[src/eisc_consts.svh]
`ifndef EISC_CONSTS_SVH
`define EISC_CONSTS_SVH
// register byte offsets
`define EISC_OFF_NMI_CTRL 12'h000
`define EISC_OFF_EXT_SENSE 12'h004
`define EISC_OFF_PRIO 12'h008
`define EISC_OFF_STATUS 12'h00C
`define EISC_OFF_CLEAR 12'h010
`define EISC_OFF_ENABLE 12'h014
// field positions
`define EISC_NMI_LEVEL_BIT 15
`define EISC_NMI_EDGE_BIT 8
`define EISC_NMI_EVT_BIT 8
`define EISC_NMI_SRC 4'h8
// reset values
`define EISC_NMI_EDGE_RST 1'b0
`define EISC_SENSE_RST 16'h0000
`define EISC_PRIO_RST 32'h0000_0000
`define EISC_EVT_RST 9'h000
`endif

[src/eisc_pkg.sv]
package eisc_pkg;
  // sense encodings follow declaration order: 00 low, 01 fall, 10 rise, 11 both
  typedef enum logic [1:0] {
    EISC_LOW,
    EISC_FALL,
    EISC_RISE,
    EISC_BOTH
  } eisc_mode_t;
endpackage : eisc_pkg

[src/eisc_ext_irq_sense.sv]
`timescale 1ns/1ps
`include "eisc_consts.svh"
// Operation
// - rank pending sources, sixteen priority levels
// - one nmi input, eight external inputs; all nine maskable
// - 16-bit nmi control with edge, level
// - bit 15 shows nmi pin, read-only
// - bit 8: 0 falling, 1 rising edge
// - reserved nmi control bits read zero
// - 16-bit sense register, fields reset zero
// - input n field at bits 2n+1:2n
// - mode 00 detects low level
// - mode 01 detects falling edge
// - other modes: rising, or both edges
// - inputs one, zero at bits 3:0
module eisc_ext_irq_sense
  import eisc_pkg::*;
#(
  parameter int NEXT = 8
) (
  input wire logic pclk,
  input wire logic presetn,
  input wire logic psel,
  input wire logic penable,
  input wire logic pwrite,
  input wire logic [11:0] paddr,
  input wire logic [31:0] pwdata,
  output logic [31:0] prdata,
  output logic pready,
  output logic pslverr,
  input wire logic nmi_i,
  input wire logic [NEXT-1:0] ext_request_inputs,
  output logic irq_o,
  output logic req_valid_o,
  output logic req_nmi_o,
  output logic [3:0] req_src_o,
  output logic [3:0] req_level_o
);
  localparam int NSRC = NEXT + 1;

  logic nmi_s1_r, nmi_s2_r, nmi_prev_r;
  logic [NEXT-1:0] ext_s1_r, ext_s2_r, ext_prev_r;
  logic nmi_edge_select_r;
  logic [15:0] ext_sense_r;
  logic [31:0] prio_r;
  logic [NSRC-1:0] st_r, st_nxt, en_r, evt;
  logic [31:0] prdata_r;
  logic pready_r, pslverr_r, irq_r;
  logic req_valid_r, req_nmi_r;
  logic [3:0] req_src_r, req_level_r;

  // two-stage synchronisers, then one more stage as the previous sample
  always_ff @(posedge pclk or negedge presetn) begin
    if (!presetn) begin
      nmi_s1_r <= 1'b1;
      nmi_s2_r <= 1'b1;
      nmi_prev_r <= 1'b1;
      ext_s1_r <= '1;
      ext_s2_r <= '1;
      ext_prev_r <= '1;
    end else begin
      nmi_s1_r <= nmi_i;
      nmi_s2_r <= nmi_s1_r;
      nmi_prev_r <= nmi_s2_r;
      ext_s1_r <= ext_request_inputs;
      ext_s2_r <= ext_s1_r;
      ext_prev_r <= ext_s2_r;
    end
  end

  // apb decode; one wait state so read data comes from a flop
  wire acc = psel & penable;
  wire first = acc & ~pready_r;
  wire wr_do = acc & pready_r & pwrite;
  wire sel_nmi = paddr == `EISC_OFF_NMI_CTRL;
  wire sel_sense = paddr == `EISC_OFF_EXT_SENSE;
  wire sel_prio = paddr == `EISC_OFF_PRIO;
  wire sel_st = paddr == `EISC_OFF_STATUS;
  wire sel_clr = paddr == `EISC_OFF_CLEAR;
  wire sel_en = paddr == `EISC_OFF_ENABLE;
  wire mapped = sel_nmi | sel_sense | sel_prio | sel_st | sel_clr | sel_en;
  wire [NSRC-1:0] clr = (wr_do & sel_clr) ? pwdata[NSRC-1:0] : '0;

  // reserved nmi control bits always zero; pin level live
  wire [15:0] nmi_ctrl_rd = {nmi_s2_r, 6'h00, nmi_edge_select_r, 8'h00};

  wire [31:0] rd_mux =
    sel_nmi ? {16'h0000, nmi_ctrl_rd} :
    sel_sense ? {16'h0000, ext_sense_r} :
    sel_prio ? prio_r :
    sel_st ? {{(32-NSRC){1'b0}}, st_r} :
    sel_en ? {{(32-NSRC){1'b0}}, en_r} : 32'h0000_0000;

  always_ff @(posedge pclk or negedge presetn) begin
    if (!presetn) begin
      pready_r <= 1'b0;
      pslverr_r <= 1'b0;
      prdata_r <= 32'h0000_0000;
    end else begin
      pready_r <= first;
      pslverr_r <= first & ~mapped;
      prdata_r <= (first & ~pwrite) ? rd_mux : 32'h0000_0000;
    end
  end

  // configuration registers; bit 15 and reserved bits ignore writes
  always_ff @(posedge pclk or negedge presetn) begin
    if (!presetn) begin
      nmi_edge_select_r <= `EISC_NMI_EDGE_RST;
      ext_sense_r <= `EISC_SENSE_RST;
      prio_r <= `EISC_PRIO_RST;
      en_r <= `EISC_EVT_RST;
    end else begin
      if (wr_do & sel_nmi) nmi_edge_select_r <= pwdata[`EISC_NMI_EDGE_BIT];
      if (wr_do & sel_sense) ext_sense_r <= pwdata[15:0];
      if (wr_do & sel_prio) prio_r <= pwdata;
      if (wr_do & sel_en) en_r <= pwdata[NSRC-1:0];
    end
  end

  // nmi edge detect: polarity chosen by edge select
  assign evt[`EISC_NMI_EVT_BIT] = nmi_edge_select_r ? (nmi_s2_r & ~nmi_prev_r) :
                                                    (~nmi_s2_r & nmi_prev_r);

  // per-input sense decode from field 2n+1:2n
  genvar g;
  generate
    for (g = 0; g < NEXT; g++) begin : g_ext
      eisc_mode_t mode;
      wire s = ext_s2_r[g];
      wire p = ext_prev_r[g];
      assign mode = eisc_mode_t'(ext_sense_r[2*g+1 -: 2]);
      assign evt[g] = (mode == EISC_LOW) ? ~s :
                      (mode == EISC_FALL) ? (p & ~s) :
                      (mode == EISC_RISE) ? (~p & s) :
                      (p ^ s);

      // checks read the second sync stage and the previous sample, never the first
      property p_low;
        @(posedge pclk) disable iff (!presetn)
          (ext_sense_r[2*g+1 -: 2] == 2'b00 && !ext_s2_r[g]) |=> st_r[g];
      endproperty
      a_low: assert property (p_low) else $error("low level not flagged");

      property p_fall;
        @(posedge pclk) disable iff (!presetn)
          (ext_sense_r[2*g+1 -: 2] == 2'b01 && ext_prev_r[g] && !ext_s2_r[g]) |=> st_r[g];
      endproperty
      a_fall: assert property (p_fall) else $error("falling edge not flagged");

      property p_rise_only;
        @(posedge pclk) disable iff (!presetn)
          (ext_sense_r[2*g+1 -: 2] == 2'b10 && !st_r[g] && !ext_s2_r[g]) |=> !st_r[g];
      endproperty
      a_rise_only: assert property (p_rise_only) else $error("rise mode set without rise");

      property p_both;
        @(posedge pclk) disable iff (!presetn)
          (ext_sense_r[2*g+1 -: 2] == 2'b11 && (ext_prev_r[g] != ext_s2_r[g])) |=> st_r[g];
      endproperty
      a_both: assert property (p_both) else $error("edge not flagged in both-edge mode");

      // a clear with no competing event must empty the flag
      property p_clear;
        @(posedge pclk) disable iff (!presetn)
          (clr[g] && !evt[g]) |=> !st_r[g];
      endproperty
      a_clear: assert property (p_clear) else $error("status not cleared");
    end
  endgenerate

  // sticky status: a new event beats a same-cycle clear
  assign st_nxt = (st_r & ~clr) | evt;

  always_ff @(posedge pclk or negedge presetn) begin
    if (!presetn) begin
      st_r <= `EISC_EVT_RST;
      irq_r <= 1'b0;
    end else begin
      st_r <= st_nxt;
      irq_r <= |(st_nxt & en_r);
    end
  end

  // prioritiser: nmi above all; then highest of 16 levels, lowest index on tie
  logic win_v, win_nmi;
  logic [3:0] win_src, win_lvl;
  wire [NSRC-1:0] pend = st_nxt & en_r;
  always_comb begin
    win_v = 1'b0;
    win_nmi = 1'b0;
    win_src = 4'h0;
    win_lvl = 4'h0;
    for (int i = 0; i < NEXT; i++) begin
      if (pend[i] && (!win_v || prio_r[4*i +: 4] > win_lvl)) begin
        win_v = 1'b1;
        win_src = 4'(i);
        win_lvl = prio_r[4*i +: 4];
      end
    end
    if (pend[`EISC_NMI_EVT_BIT]) begin
      win_v = 1'b1;
      win_nmi = 1'b1;
      win_src = `EISC_NMI_SRC;
      win_lvl = 4'hF;
    end
  end

  always_ff @(posedge pclk or negedge presetn) begin
    if (!presetn) begin
      req_valid_r <= 1'b0;
      req_nmi_r <= 1'b0;
      req_src_r <= 4'h0;
      req_level_r <= 4'h0;
    end else begin
      req_valid_r <= win_v;
      req_nmi_r <= win_nmi;
      req_src_r <= win_src;
      req_level_r <= win_lvl;
    end
  end

  assign prdata = prdata_r;
  assign pready = pready_r;
  assign pslverr = pslverr_r;
  assign irq_o = irq_r;
  assign req_valid_o = req_valid_r;
  assign req_nmi_o = req_nmi_r;
  assign req_src_o = req_src_r;
  assign req_level_o = req_level_r;

  // checks
  property p_nmi_read;
    @(posedge pclk) disable iff (!presetn)
      (first && !pwrite && sel_nmi) |=> (prdata_r[15] == $past(nmi_s2_r)
        && prdata_r[14:9] == 6'h00 && prdata_r[7:0] == 8'h00 && prdata_r[31:16] == 16'h0000);
  endproperty
  a_nmi_read: assert property (p_nmi_read) else $error("nmi control read wrong");

  property p_nmi_edge;
    @(posedge pclk) disable iff (!presetn)
      ((nmi_edge_select_r ? (nmi_s2_r && !nmi_prev_r) : (!nmi_s2_r && nmi_prev_r))
        ##0 !clr[8]) |=> st_r[8];
  endproperty
  a_nmi_edge: assert property (p_nmi_edge) else $error("nmi edge missed");

  property p_nmi_wrong_edge;
    @(posedge pclk) disable iff (!presetn)
      (!st_r[8] && (nmi_s2_r == nmi_prev_r)) |=> !st_r[8];
  endproperty
  a_nmi_wrong_edge: assert property (p_nmi_wrong_edge) else $error("nmi set without edge");

  property p_sense_wr;
    @(posedge pclk) disable iff (!presetn)
      (wr_do && sel_sense) |=> ext_sense_r == $past(pwdata[15:0]);
  endproperty
  a_sense_wr: assert property (p_sense_wr) else $error("sense write lost");

  // sense fields move only on a write to their own offset
  property p_sense_hold;
    @(posedge pclk) disable iff (!presetn)
      !(wr_do && sel_sense) |=> $stable(ext_sense_r);
  endproperty
  a_sense_hold: assert property (p_sense_hold) else $error("sense changed without write");

  // edge select takes bit 8 only; bit 15 and reserved bits are dropped
  property p_edge_wr;
    @(posedge pclk) disable iff (!presetn)
      (wr_do && sel_nmi) |=> nmi_edge_select_r == $past(pwdata[`EISC_NMI_EDGE_BIT]);
  endproperty
  a_edge_wr: assert property (p_edge_wr) else $error("edge select write lost");

  // unmapped offsets answer an error and read zero
  property p_unmapped;
    @(posedge pclk) disable iff (!presetn)
      (first && !mapped) |=> (pslverr_r && prdata_r == 32'h0000_0000);
  endproperty
  a_unmapped: assert property (p_unmapped) else $error("unmapped access answered wrong");

  property p_sync;
    @(posedge pclk) disable iff (!presetn)
      ##3 ext_prev_r == $past(ext_request_inputs, 3);
  endproperty
  a_sync: assert property (p_sync) else $error("sync depth wrong");

  property p_prio;
    @(posedge pclk) disable iff (!presetn)
      (req_valid_r && !req_nmi_r) |-> 4'($past(prio_r) >> (4 * req_src_r)) == req_level_r;
  endproperty
  a_prio: assert property (p_prio) else $error("winner level mismatch");

  property p_irq;
    @(posedge pclk) disable iff (!presetn)
      // the line was computed with the enable that stood before the edge
      (irq_r == |(st_r & $past(en_r))) && (req_valid_r == irq_r);
  endproperty
  a_irq: assert property (p_irq) else $error("interrupt output mismatch");

  property p_answer;
    @(posedge pclk) disable iff (!presetn)
      first |=> pready_r ##1 !pready_r;
  endproperty
  a_answer: assert property (p_answer) else $error("apb answer timing wrong");

  c_nmi: cover property (@(posedge pclk) disable iff (!presetn) req_nmi_r);
  c_both: cover property (@(posedge pclk) disable iff (!presetn)
    ext_sense_r[15:14] == 2'b11 && st_r[7]);
  c_err: cover property (@(posedge pclk) disable iff (!presetn) pready_r && pslverr_r);
  c_irq: cover property (@(posedge pclk) disable iff (!presetn) $rose(irq_r));
endmodule : eisc_ext_irq_sense

[config.mk]
export PLATFORM = sky130hd
export DESIGN_NAME = eisc_ext_irq_sense
export DESIGN_NICKNAME = d
export VERILOG_FILES = /design/src/eisc_pkg.sv /design/src/eisc_ext_irq_sense.sv
export VERILOG_INCLUDE_DIRS = /design/src
export SDC_FILE = /design/constraint.sdc
export NUM_CORES = 1
export LEC_CHECK = 0
export BUFFER_PORTS_ARGS = -buffer_cell sky130_fd_sc_hd__buf_2
export CORE_MARGIN = 2
export CORE_UTILIZATION = 45
export DETAILED_ROUTE_END_ITERATION = 7
export PLACE_DENSITY = 0.71
export SLEW_MARGIN = 20
export SYNTH_ARGS = -nofsm -noshare
export SYNTH_HDL_FRONTEND = slang
export SYNTH_SLANG_ARGS = --single-unit
[constraint.sdc]
create_clock -name pclk -period 27.5 [get_ports pclk]
set_clock_uncertainty 0.1 [all_clocks]
set_input_delay 4.125 -clock pclk [delete_from_list [all_inputs] [get_ports pclk]]
set_output_delay 4.125 -clock pclk [all_outputs]
set_load 0.02 [all_outputs]
---- Word level (Yosys, flattened, before mapping) ----
Cells that the tools add are included.
W data, S select, Z words.
word-level totals
  register bits ........................... 139
  bits of input ports ..................... 58
  word-level logic and storage cells ...... 204
operators by class
  order comparisons ....................... 7
  equal/unequal tests ..................... 21
  multiplexer cells ....................... 59
  bitwise gates (word level) .............. 67
  reduce and logical (&&, ||, !) cells .... 31
operators with widths
  operator               number
  $mux W32               4
  $mux W4                16
  $mux W1                36
  $and A1 B1 Y1          29
  $gt A4 B4 Y1           7
  $mux W9                3
  $eq A12 B4 Y1 const B  2
  $eq A12 B5 Y1 const B  2
  $not A1 Y1             21
  $and A9 B9 Y9          2
  $eq A2 B1 Y1 const B   8
  $eq A2 B2 Y1 const B   8
  $logic_not A2 Y1       8
  $eq A12 B3 Y1 const B  1
  $logic_not A12 Y1      1
  $not A9 Y9             1
  $or A9 B9 Y9           1
  $reduce_or A9 Y1       1
  $xor A1 B1 Y1          8
  $logic_and A1 B1 Y1    7
  $logic_not A1 Y1       7
  $logic_or A1 B1 Y1     7
  $or A1 B1 Y1           5

---- Longest topological paths before layout ----
Gate-level depths: netlist of run 1.
  depth in word-level cells ............... 39
  gate-level depth with buffers ........... 67
  gate-level depth less buffers ........... 66

---- Worst setup path before layout of run 1 ----
OpenSTA, ideal clock, no wires.
  path kind ............................... in2reg
  from .................................... input paddr[9]
  to ...................................... register req_level_r[0], in the netlist req_level_o[0]
  data arrival time ....................... 14.974 ns
  data required time ...................... 27.281 ns
  path slack .............................. 12.308 ns
  cell stages on the path ................. 64
  path through ............................ nor4_2 > and3_1 > buf_4 > and4bb_4 > nor2_8 > nand2_1 > ha_1 > nor2b_1 > o211ai_1 > a21oi_1 > o31a_1 > buf_6 > a22oi_1 > ha_1 > nor2b_1 > o21a_1 > o21a_1 > o21ai_0 > [28 not listed] > a31oi_1 > ha_1 > nor2b_1 > o21a_1 > o21a_1 > o211a_1 > a31oi_1 > mux2_2 > a31oi_1 > ha_1 > nor2b_1 > o21ai_0 > nand2b_1 > a21oi_1 > a41o_1 > a21oi_2 > a21oi_1 > a21bo_1
between the ends
  longest elaborated chain between the ends .. 37
  elaborated cells on any way between the ends .. 51
RTL lines
  element                                                  RTL line                   text
  start: declaration                                       eisc_ext_irq_sense.sv:26   input wire logic [11:0] paddr,
  $eq A12 B5 Y1 (no source line) (*)                       n/a
  $and A1 B1 Y1 (*)                                        eisc_ext_irq_sense.sv:82   wire [NSRC-1:0] clr = (wr_do & sel_clr) ? pwdata[NSRC-1:0] : '0;
  $mux W9 (*)                                              eisc_ext_irq_sense.sv:82
  $not A9 Y9 (*)                                           eisc_ext_irq_sense.sv:173  assign st_nxt = (st_r & ~clr) | evt;
  $and A9 B9 Y9 (*)                                        eisc_ext_irq_sense.sv:173
  $or A9 B9 Y9 (*)                                         eisc_ext_irq_sense.sv:173
  $and A9 B9 Y9 (*)                                        eisc_ext_irq_sense.sv:188  wire [NSRC-1:0] pend = st_nxt & en_r;
  $mux W4 / $mux W1 (equally long branches)                eisc_ext_irq_sense.sv:195  if (pend[i] && (!win_v || prio_r[4*i +: 4] > win_lvl)) begin
  [22 not listed]                                          n/a
  $logic_and A1 B1 Y1                                      eisc_ext_irq_sense.sv:195
  $mux W4 / $mux W1 (equally long branches)                eisc_ext_irq_sense.sv:195
  $gt A4 B4 Y1 / $logic_not A1 Y1 (equally long branches)  eisc_ext_irq_sense.sv:195
  $logic_or A1 B1 Y1                                       eisc_ext_irq_sense.sv:195
  $logic_and A1 B1 Y1                                      eisc_ext_irq_sense.sv:195
  $mux W4                                                  eisc_ext_irq_sense.sv:195
  $mux W4 (*)                                              eisc_ext_irq_sense.sv:201  if (pend[`EISC_NMI_EVT_BIT]) begin
  net win_lvl[0]                                           eisc_ext_irq_sense.sv:187  logic [3:0] win_src, win_lvl;
  end signal: assignment                                   eisc_ext_irq_sense.sv:219  req_level_r <= win_lvl;
  end: declaration                                         eisc_ext_irq_sense.sv:50   logic [3:0] req_src_r, req_level_r;
Mark *: on every way through the listed nets, which the timed path passes. The rest lies on a longest branch.
A chain may end at the register's enable or synchronous reset.

---- Worst setup path in the final report of run 1 ----
Ends and elaborated chain as after synthesis.

==> results.sh, run 1 <==
export IMPL_antenna_found_initial=0
export IMPL_crit_top_cell="ha_1"
export IMPL_required_ns=27.72
export IMPL_die_w_microns=128
export IMPL_grt_pass1_vias=5063
export IMPL_cts_sinks=138
export IMPL_cts_max_level=4
export IMPL_fin_cells=890
export IMPL_rsz0062_at_grt="no"
export IMPL_fp_dieArea_sq_mm=0.0164
export IMPL_cts_made_buffers=17
export IMPL_grt_pass1_wl_mm=25.9
export IMPL_leakagePower_nw=4.00
export IMPL_hp_class="reg2reg"
export IMPL_syn_cell_area_sq_mm=0.00693
export IMPL_clkLatencyLatePin_ns=0.43
export IMPL_internal_power_mw=0.341
export IMPL_synth_ff_type="dfrtp_1"
export IMPL_switching_power_mw=0.101
export IMPL_start_kind="primary input"
export IMPL_postCtsSetupBuffers=0
export IMPL_clk_pin_slew_ns=0.06
export IMPL_netlist_instances=584
export IMPL_hold_depth=0
export IMPL_async_reset_ff_share_pct=100
export IMPL_syn_to_final_growth_pct=18.0
export IMPL_routed_wl_mm=16.3
export IMPL_start_util_pct=45.7
export IMPL_drtAntennaViolNets=0
export IMPL_path_class="in2reg"
export IMPL_io_pins=103
export IMPL_worstHoldStart="ext_s1_r[5]"
export IMPL_holdBufCountCts=0
export IMPL_crit_path_max_incr_delay_ns=0.60
export IMPL_slew_headroom_pct=45.6
export IMPL_synth_seq_cells=138
export IMPL_place_gp_congestion=0.871
export IMPL_dp_cells=858
export IMPL_hpwl_mm=12.0
export IMPL_grt_usage_pct=20.8
export IMPL_n_antenna_cell=0
export IMPL_worst_pin_slew_ns=0.813
export IMPL_cap_violations=0
export IMPL_rr_worst_depth=63
export IMPL_powerDensity_mw_per_mm2=54.0
export IMPL_syn_avg_cell_area_sq_um=11.9
export IMPL_die_h_microns=128
export IMPL_synth_edf_count=0
export IMPL_final_util_pct=54.0
export IMPL_fin_crit_ns=16.57
export IMPL_ctsResizeCount=0
export IMPL_slew_violations=0
export IMPL_sw_frac_of_total_pct=22.8
export IMPL_final_setup_worst_slack_ns=10.93
export IMPL_fin_hold_ws_ns=0.248
export IMPL_wl_per_cell_microns=18.4
export IMPL_setup_viol=0
export IMPL_drive_gt1_share_pct=37.6
export IMPL_fin_nets=791
export IMPL_io_buffer_count=102
export IMPL_num_vias=5009
export IMPL_drt_iter0_drc=371
export IMPL_viasPerCell=5.63
export IMPL_ys_types=66
export IMPL_nFillCells=1267
export IMPL_cts_tree="done"
export IMPL_coreArea_sq_mm=0.0151
export IMPL_r2r_setup_slack_ns=14.09
export IMPL_max_clock_path_buffers=2
export IMPL_hold_path_end="ext_s2_r[5]"
export IMPL_path_buf_inv=3
export IMPL_timing_rr_end="req_level_o[0]"
export IMPL_crit_arrival_ns=16.78
export IMPL_timing_setup_tns_ns=0
export IMPL_reg2reg_from="ext_s2_r[0]"
export IMPL_grt_overflow_total=0
export IMPL_critPathSlowestCell="a222oi_1"
export IMPL_p_comb_share_pct=3.8
export IMPL_fin_crit_sh_pct=60.2
export IMPL_cts_root_buf="clkbuf_16"
export IMPL_status="completed"
export IMPL_synth_seq_area_share_pct=50.4
export IMPL_vdd_drop_max_uv=49.5
export IMPL_place_ws_ns=10.62
export IMPL_drc_errors=0
export IMPL_crit_family="compound AO/OA/AOI/OAI gates"
export IMPL_drt_pass1_iterations=7
export IMPL_synth_fp_nets=686
export IMPL_setup_worst_path_end_class="flip-flop"
export IMPL_clockPowerShare_pct=49.0
export IMPL_fmax_mhz=60.4
export IMPL_finalHoldViolCount=0
export IMPL_grt_max_degree=87
export IMPL_seqPwrFrac_pct=47.2
export IMPL_yosys_warnings=0
export IMPL_num_rows=45
export IMPL_worst_path_max_fanout=11
-- final cells by class --
type | instances | area [sq um] | area share, %
Clock inverter | 12 | 115 | 1.41
Clock buffer | 20 | 447 | 5.46
Tap cell | 188 | 235 | 2.88
Inverter | 35 | 131 | 1.61
Multi-Input combinational cell | 391 | 3210 | 39.2
Sequential cell | 138 | 3490 | 42.7
Timing Repair Buffer | 106 | 551 | 6.74
-- worst max path at each step --
stage	start	endpoint	cells past startpoint
floorplan	paddr[9]	req_level_o[0]	64
global placement	paddr[9]	req_level_o[0]	62
detailed placement	paddr[9]	req_level_o[0]	62
CTS	paddr[9]	req_level_o[0]	62
global route	paddr[9]	req_level_o[0]	62
finish	paddr[9]	req_level_o[0]	62
-- registers in the layout, indices dropped and copies added, names as in the netlist --
register / count
prdata: 32
prio_r: 32
ext_sense_r: 16
en_r: 9
st_r: 9
ext_prev_r: 8
ext_s1_r: 8
ext_s2_r: 8
req_level_o: 4
req_src_o: 3
irq_o: 1
nmi_edge_select_r: 1
nmi_prev_r: 1
nmi_s1_r: 1
nmi_s2_r: 1
pready: 1
pslverr: 1
req_nmi_o: 1
req_valid_o: 1
-- routing by layer --
metal | GRT usage (%) | share of wire (%) | up-vias
met5 | 0 | 0 | -
met4 | 9.76 | 2.1 | 0
met3 | 5.88 | 5.8 | 26
met1 | 25.8 | 43 | 2479
li1 | - | - | 2340
met2 | 33.8 | 49 | 164
-- cells in the final DEF (no fill, tap or decap), types with 3 or more instances in the layout --
master      Yosys  routed
dfrtp_1       111     111
buf_2           2     101
mux2_2         69      69
ha_1           44      44
nor2_1         33      33
inv_1          31      31
nand2_1        30      30
dfstp_2        27      27
and2_1         24      24
a21oi_1        17      17
clkbuf_16       0      17
o21ai_0        15      15
a31oi_1        15      15
a222oi_1       13      13
and3_1         12      12
o21a_1          9       9
nand3_1         8       8
nor2b_1         8       8
o211ai_1        7       7
o21ai_1         6       6
a22o_1          5       5
or2_2           5       5
a21o_1          5       5
inv_2           4       4
and4_1          4       4
a211oi_1        4       4
nand4_1         4       4
a22oi_1         4       4
inv_6           0       4
a41oi_1         3       3
mux4_2          3       3
and4bb_4        3       3
nand2b_1        3       3
o21bai_1        3       3
clkinvlp_4      0       3
buf_4           3       3
-- through the flow --
step,power [mW],instance area [sq um]
4_1_cts,0.446,8170
5_1_grt,0.457,8170
2_1_floorplan,0.217,6930
6_report,0.441,8170
3_3_place_gp,0.228,7610
3_5_place_dp,0.229,7610
-- power groups by stage --
stage | logic (mW) | registers [mW] | clock network [mW]
finish | 0.0166 | 0.208 | 0.216
global route | 0.0189 | 0.209 | 0.230
CTS | 0.0170 | 0.208 | 0.221
detailed placement | 0.0168 | 0.212 | 0
global placement | 0.0161 | 0.212 | 0
floorplan | 0.00543 | 0.212 | 0
-- kinds of logic (layout without fill, tap and decap cells) --
group                      Yosys count  in the layout  synth area share [%]
and+or+nand+nor                    150            150                  12.2
DFF                                138            138                  50.4
AOI/OAI and AO/OA                  124            124                  13.7
muxes                               73             73                  12.3
buffers and inverters               55            173                  3.40
adders and majority gates           44             44                  7.95
-- synth_stat cells (all sizes together) (2+ instances only) --
cell / number / area share, %
dfrtp: 111 / 40
mux2: 69 / 11
ha: 44 / 7.9
inv: 35 / 1.9
nor2: 34 / 2.1
nand2: 31 / 1.7
dfstp: 27 / 10
and2: 25 / 2.3
o21ai: 23 / 1.8
a21oi: 18 / 1.4
a31oi: 16 / 1.5
a222oi: 13 / 1.9
and3: 12 / 1.1
buf: 10 / 0.96
clkbuf: 10 / 0.54
o21a: 9 / 0.98
nand3: 8 / 0.58
nor2b: 8 / 0.72
o211ai: 7 / 0.76
or2: 7 / 0.63
a21o: 5 / 0.54
a22o: 5 / 0.63
a211oi: 4 / 0.43
a22oi: 4 / 0.43
and4: 4 / 0.51
nand4: 4 / 0.36
a41oi: 3 / 0.38
and4bb: 3 / 0.70
mux4: 3 / 0.98
nand2b: 3 / 0.27
nor4: 3 / 0.36
o21bai: 3 / 0.33
a21bo: 2 / 0.29
a21boi: 2 / 0.27
nor3: 2 / 0.22
o32ai: 2 / 0.63
or3b: 2 / 0.25
No activity file was read; power rests on OpenSTA's default activity.
==> run 2, diff against run 1 <==
PLACE_DENSITY = 0.74   (was 0.71)
clock period = 13.64 ns   (was 27.5 ns; I/O delays follow)
==> run 2 against run 1 <==
Cell area is 2.8% higher. Global-route usage up 0.50 points. Register-to-register slack got worse by 13 ns. Via count is 2.1% higher. Sequential cell count unchanged.
==> results.sh, run 2 (synthesized netlist as in run 1, its figures left out) <==
export IMPL_status="completed"
export IMPL_slew_headroom_pct=41.5
export IMPL_routed_wl_mm=16.4
export IMPL_clkLatencyLatePin_ns=0.43
export IMPL_place_gp_congestion=0.893
export IMPL_setup_worst_path_end_class="flip-flop"
export IMPL_cts_tree="done"
export IMPL_setup_viol=0
export IMPL_viasPerCell=5.62
export IMPL_clockPowerShare_pct=51.3
export IMPL_slew_violations=0
export IMPL_fin_nets=811
export IMPL_num_rows=45
export IMPL_crit_path_max_incr_delay_ns=0.64
export IMPL_placed_area_sq_mm=0.00766
export IMPL_nFillCells=1282
export IMPL_vdd_drop_max_uv=84.2
export IMPL_fin_hold_ws_ns=0.252
export IMPL_p_comb_share_pct=3.6
export IMPL_final_area_sq_mm=0.00840
export IMPL_hpwl_mm=12.0
export IMPL_final_common_cell="dfrtp_1"
export IMPL_drt_iter0_drc=332
export IMPL_num_vias=5113
export IMPL_clk_pin_slew_ns=0.06
export IMPL_crit_arrival_ns=13.31
export IMPL_drc_errors=0
export IMPL_cts_max_level=4
export IMPL_fp_dieArea_sq_mm=0.0164
export IMPL_fin_crit_sh_pct=96.1
export IMPL_drtAntennaViolNets=0
export IMPL_cts_sinks=138
export IMPL_grt_usage_pct=21.3
export IMPL_powerDensity_mw_per_mm2=111
export IMPL_max_clock_path_buffers=2
export IMPL_io_buffer_count=102
export IMPL_required_ns=13.85
export IMPL_cts_root_buf="clkbuf_16"
export IMPL_cts_made_buffers=17
export IMPL_path_class="in2reg"
export IMPL_fmax_mhz=76.3
export IMPL_wl_per_cell_microns=18.0
export IMPL_cap_violations=0
export IMPL_n_antenna_cell=0
export IMPL_syn_to_final_growth_pct=21.3
export IMPL_seqPwrFrac_pct=45.0
export IMPL_antenna_found_initial=0
export IMPL_leakagePower_nw=4.14
export IMPL_grt_pass1_wl_mm=26.9
export IMPL_grt_pass1_vias=5306
export IMPL_worst_pin_slew_ns=0.875
export IMPL_internal_power_mw=0.738
export IMPL_hp_class="reg2reg"
export IMPL_layout_common_cells="dfrtp_1, buf_2, mux2_2, ha_1, nor2_1"
export IMPL_start_kind="primary input"
export IMPL_switching_power_mw=0.196
export IMPL_coreArea_sq_mm=0.0151
export IMPL_finalHoldViolCount=0
export IMPL_io_pins=103
export IMPL_drt_pass1_iterations=5
export IMPL_worst_path_max_fanout=9
export IMPL_drive_gt1_share_pct=39.9
export IMPL_fin_crit_ns=13.10
export IMPL_grt_max_degree=75
export IMPL_die_h_microns=128
export IMPL_die_w_microns=128
export IMPL_crit_top_cell="ha_1"
export IMPL_start_util_pct=45.7
export IMPL_sw_frac_of_total_pct=21.0
export IMPL_critPathSlowestCell="a222oi_1"
export IMPL_grt_overflow_total=0
export IMPL_final_util_pct=55.5
==> run 2: cell types whose count changed in the layout (fill, tap and decap cells not counted), sizes merged <==
cell / previous run / this run
clkbuf: 20 / 23
buf: 106 / 126
bufinv: 1 / 3
inv: 39 / 36
clkinvlp: 3 / 0
clkinv: 4 / 5
==> run 2: through the flow <==
stage	power [mW]	std cells	setup TNS [ns]	setup WS (ns)
CTS	0.944	897	0	0.154
finish	0.933	910	0	0.538
detailed placement	0.462	865	-1.27	-0.264
global route	0.965	910	-0.112	-0.0718
floorplan	0.438	584	0	0.527
global placement	0.460	865	0	0.239
==> run 2: layout make-up <==
cell class	instances	area (sq um)	share of cell area [%]
clock inverters	9	135	1.61
multi-input cells	391	3230	38.4
flip-flops and latches	138	3490	41.5
inverters	35	131	1.56
well taps	188	235	2.80
repair buffers	126	697	8.29
clock buffers	23	488	5.81
==> run 2: final timing paths <==
path / start / slack [ns] / end / cells past startpoint
worst min-delay path: nmi_s1_r / 0.25 / nmi_s2_r / 0
worst max-delay path: paddr[9] / 0.54 / req_level_o[0] / 61
max in group asynchronous: presetn / 10.66 / prio_r[0] / 2
min in group asynchronous: presetn / 1.54 / prdata[13] / 1
worst max register to register: ext_s2_r[0] / 1.27 / req_level_o[0] / 62
worst min register to register: nmi_s1_r / 0.25 / nmi_s2_r / 0
==> run 2: what timing repair did <==
item	in CTS	in global routing
gates resized for setup	0	7
setup buffers	0	13
hold buffers	0	0
endpoints found under the setup margin	0	7
==> run 2: per-layer routing <==
metal  global-route usage (%)  wire length (microns)  vias to the layer above
li1                         -                      -                     2380
met2                     35.7                   8230                      156
met5                        0                      0                        -
met3                     4.67                    705                       26
met4                     8.02                    301                        0
met1                     27.1                   7180                     2551
==> run 2: power groups by stage <==
stage	clock network [mW]	logic, mW	registers, mW
finish	0.479	0.0340	0.420
global route	0.506	0.0391	0.421
CTS	0.489	0.0350	0.420
detailed placement	0	0.0349	0.427
global placement	0	0.0331	0.427
floorplan	0	0.0110	0.427
==> run 2: worst max-delay path, delay by kind of cell <==
family	cells	cell delay (ns)
buf+inv	3	0.33
simple gates	16	2.49
fa+ha+maj	7	1.87
compound gates	34	6.16
mux	1	0.38
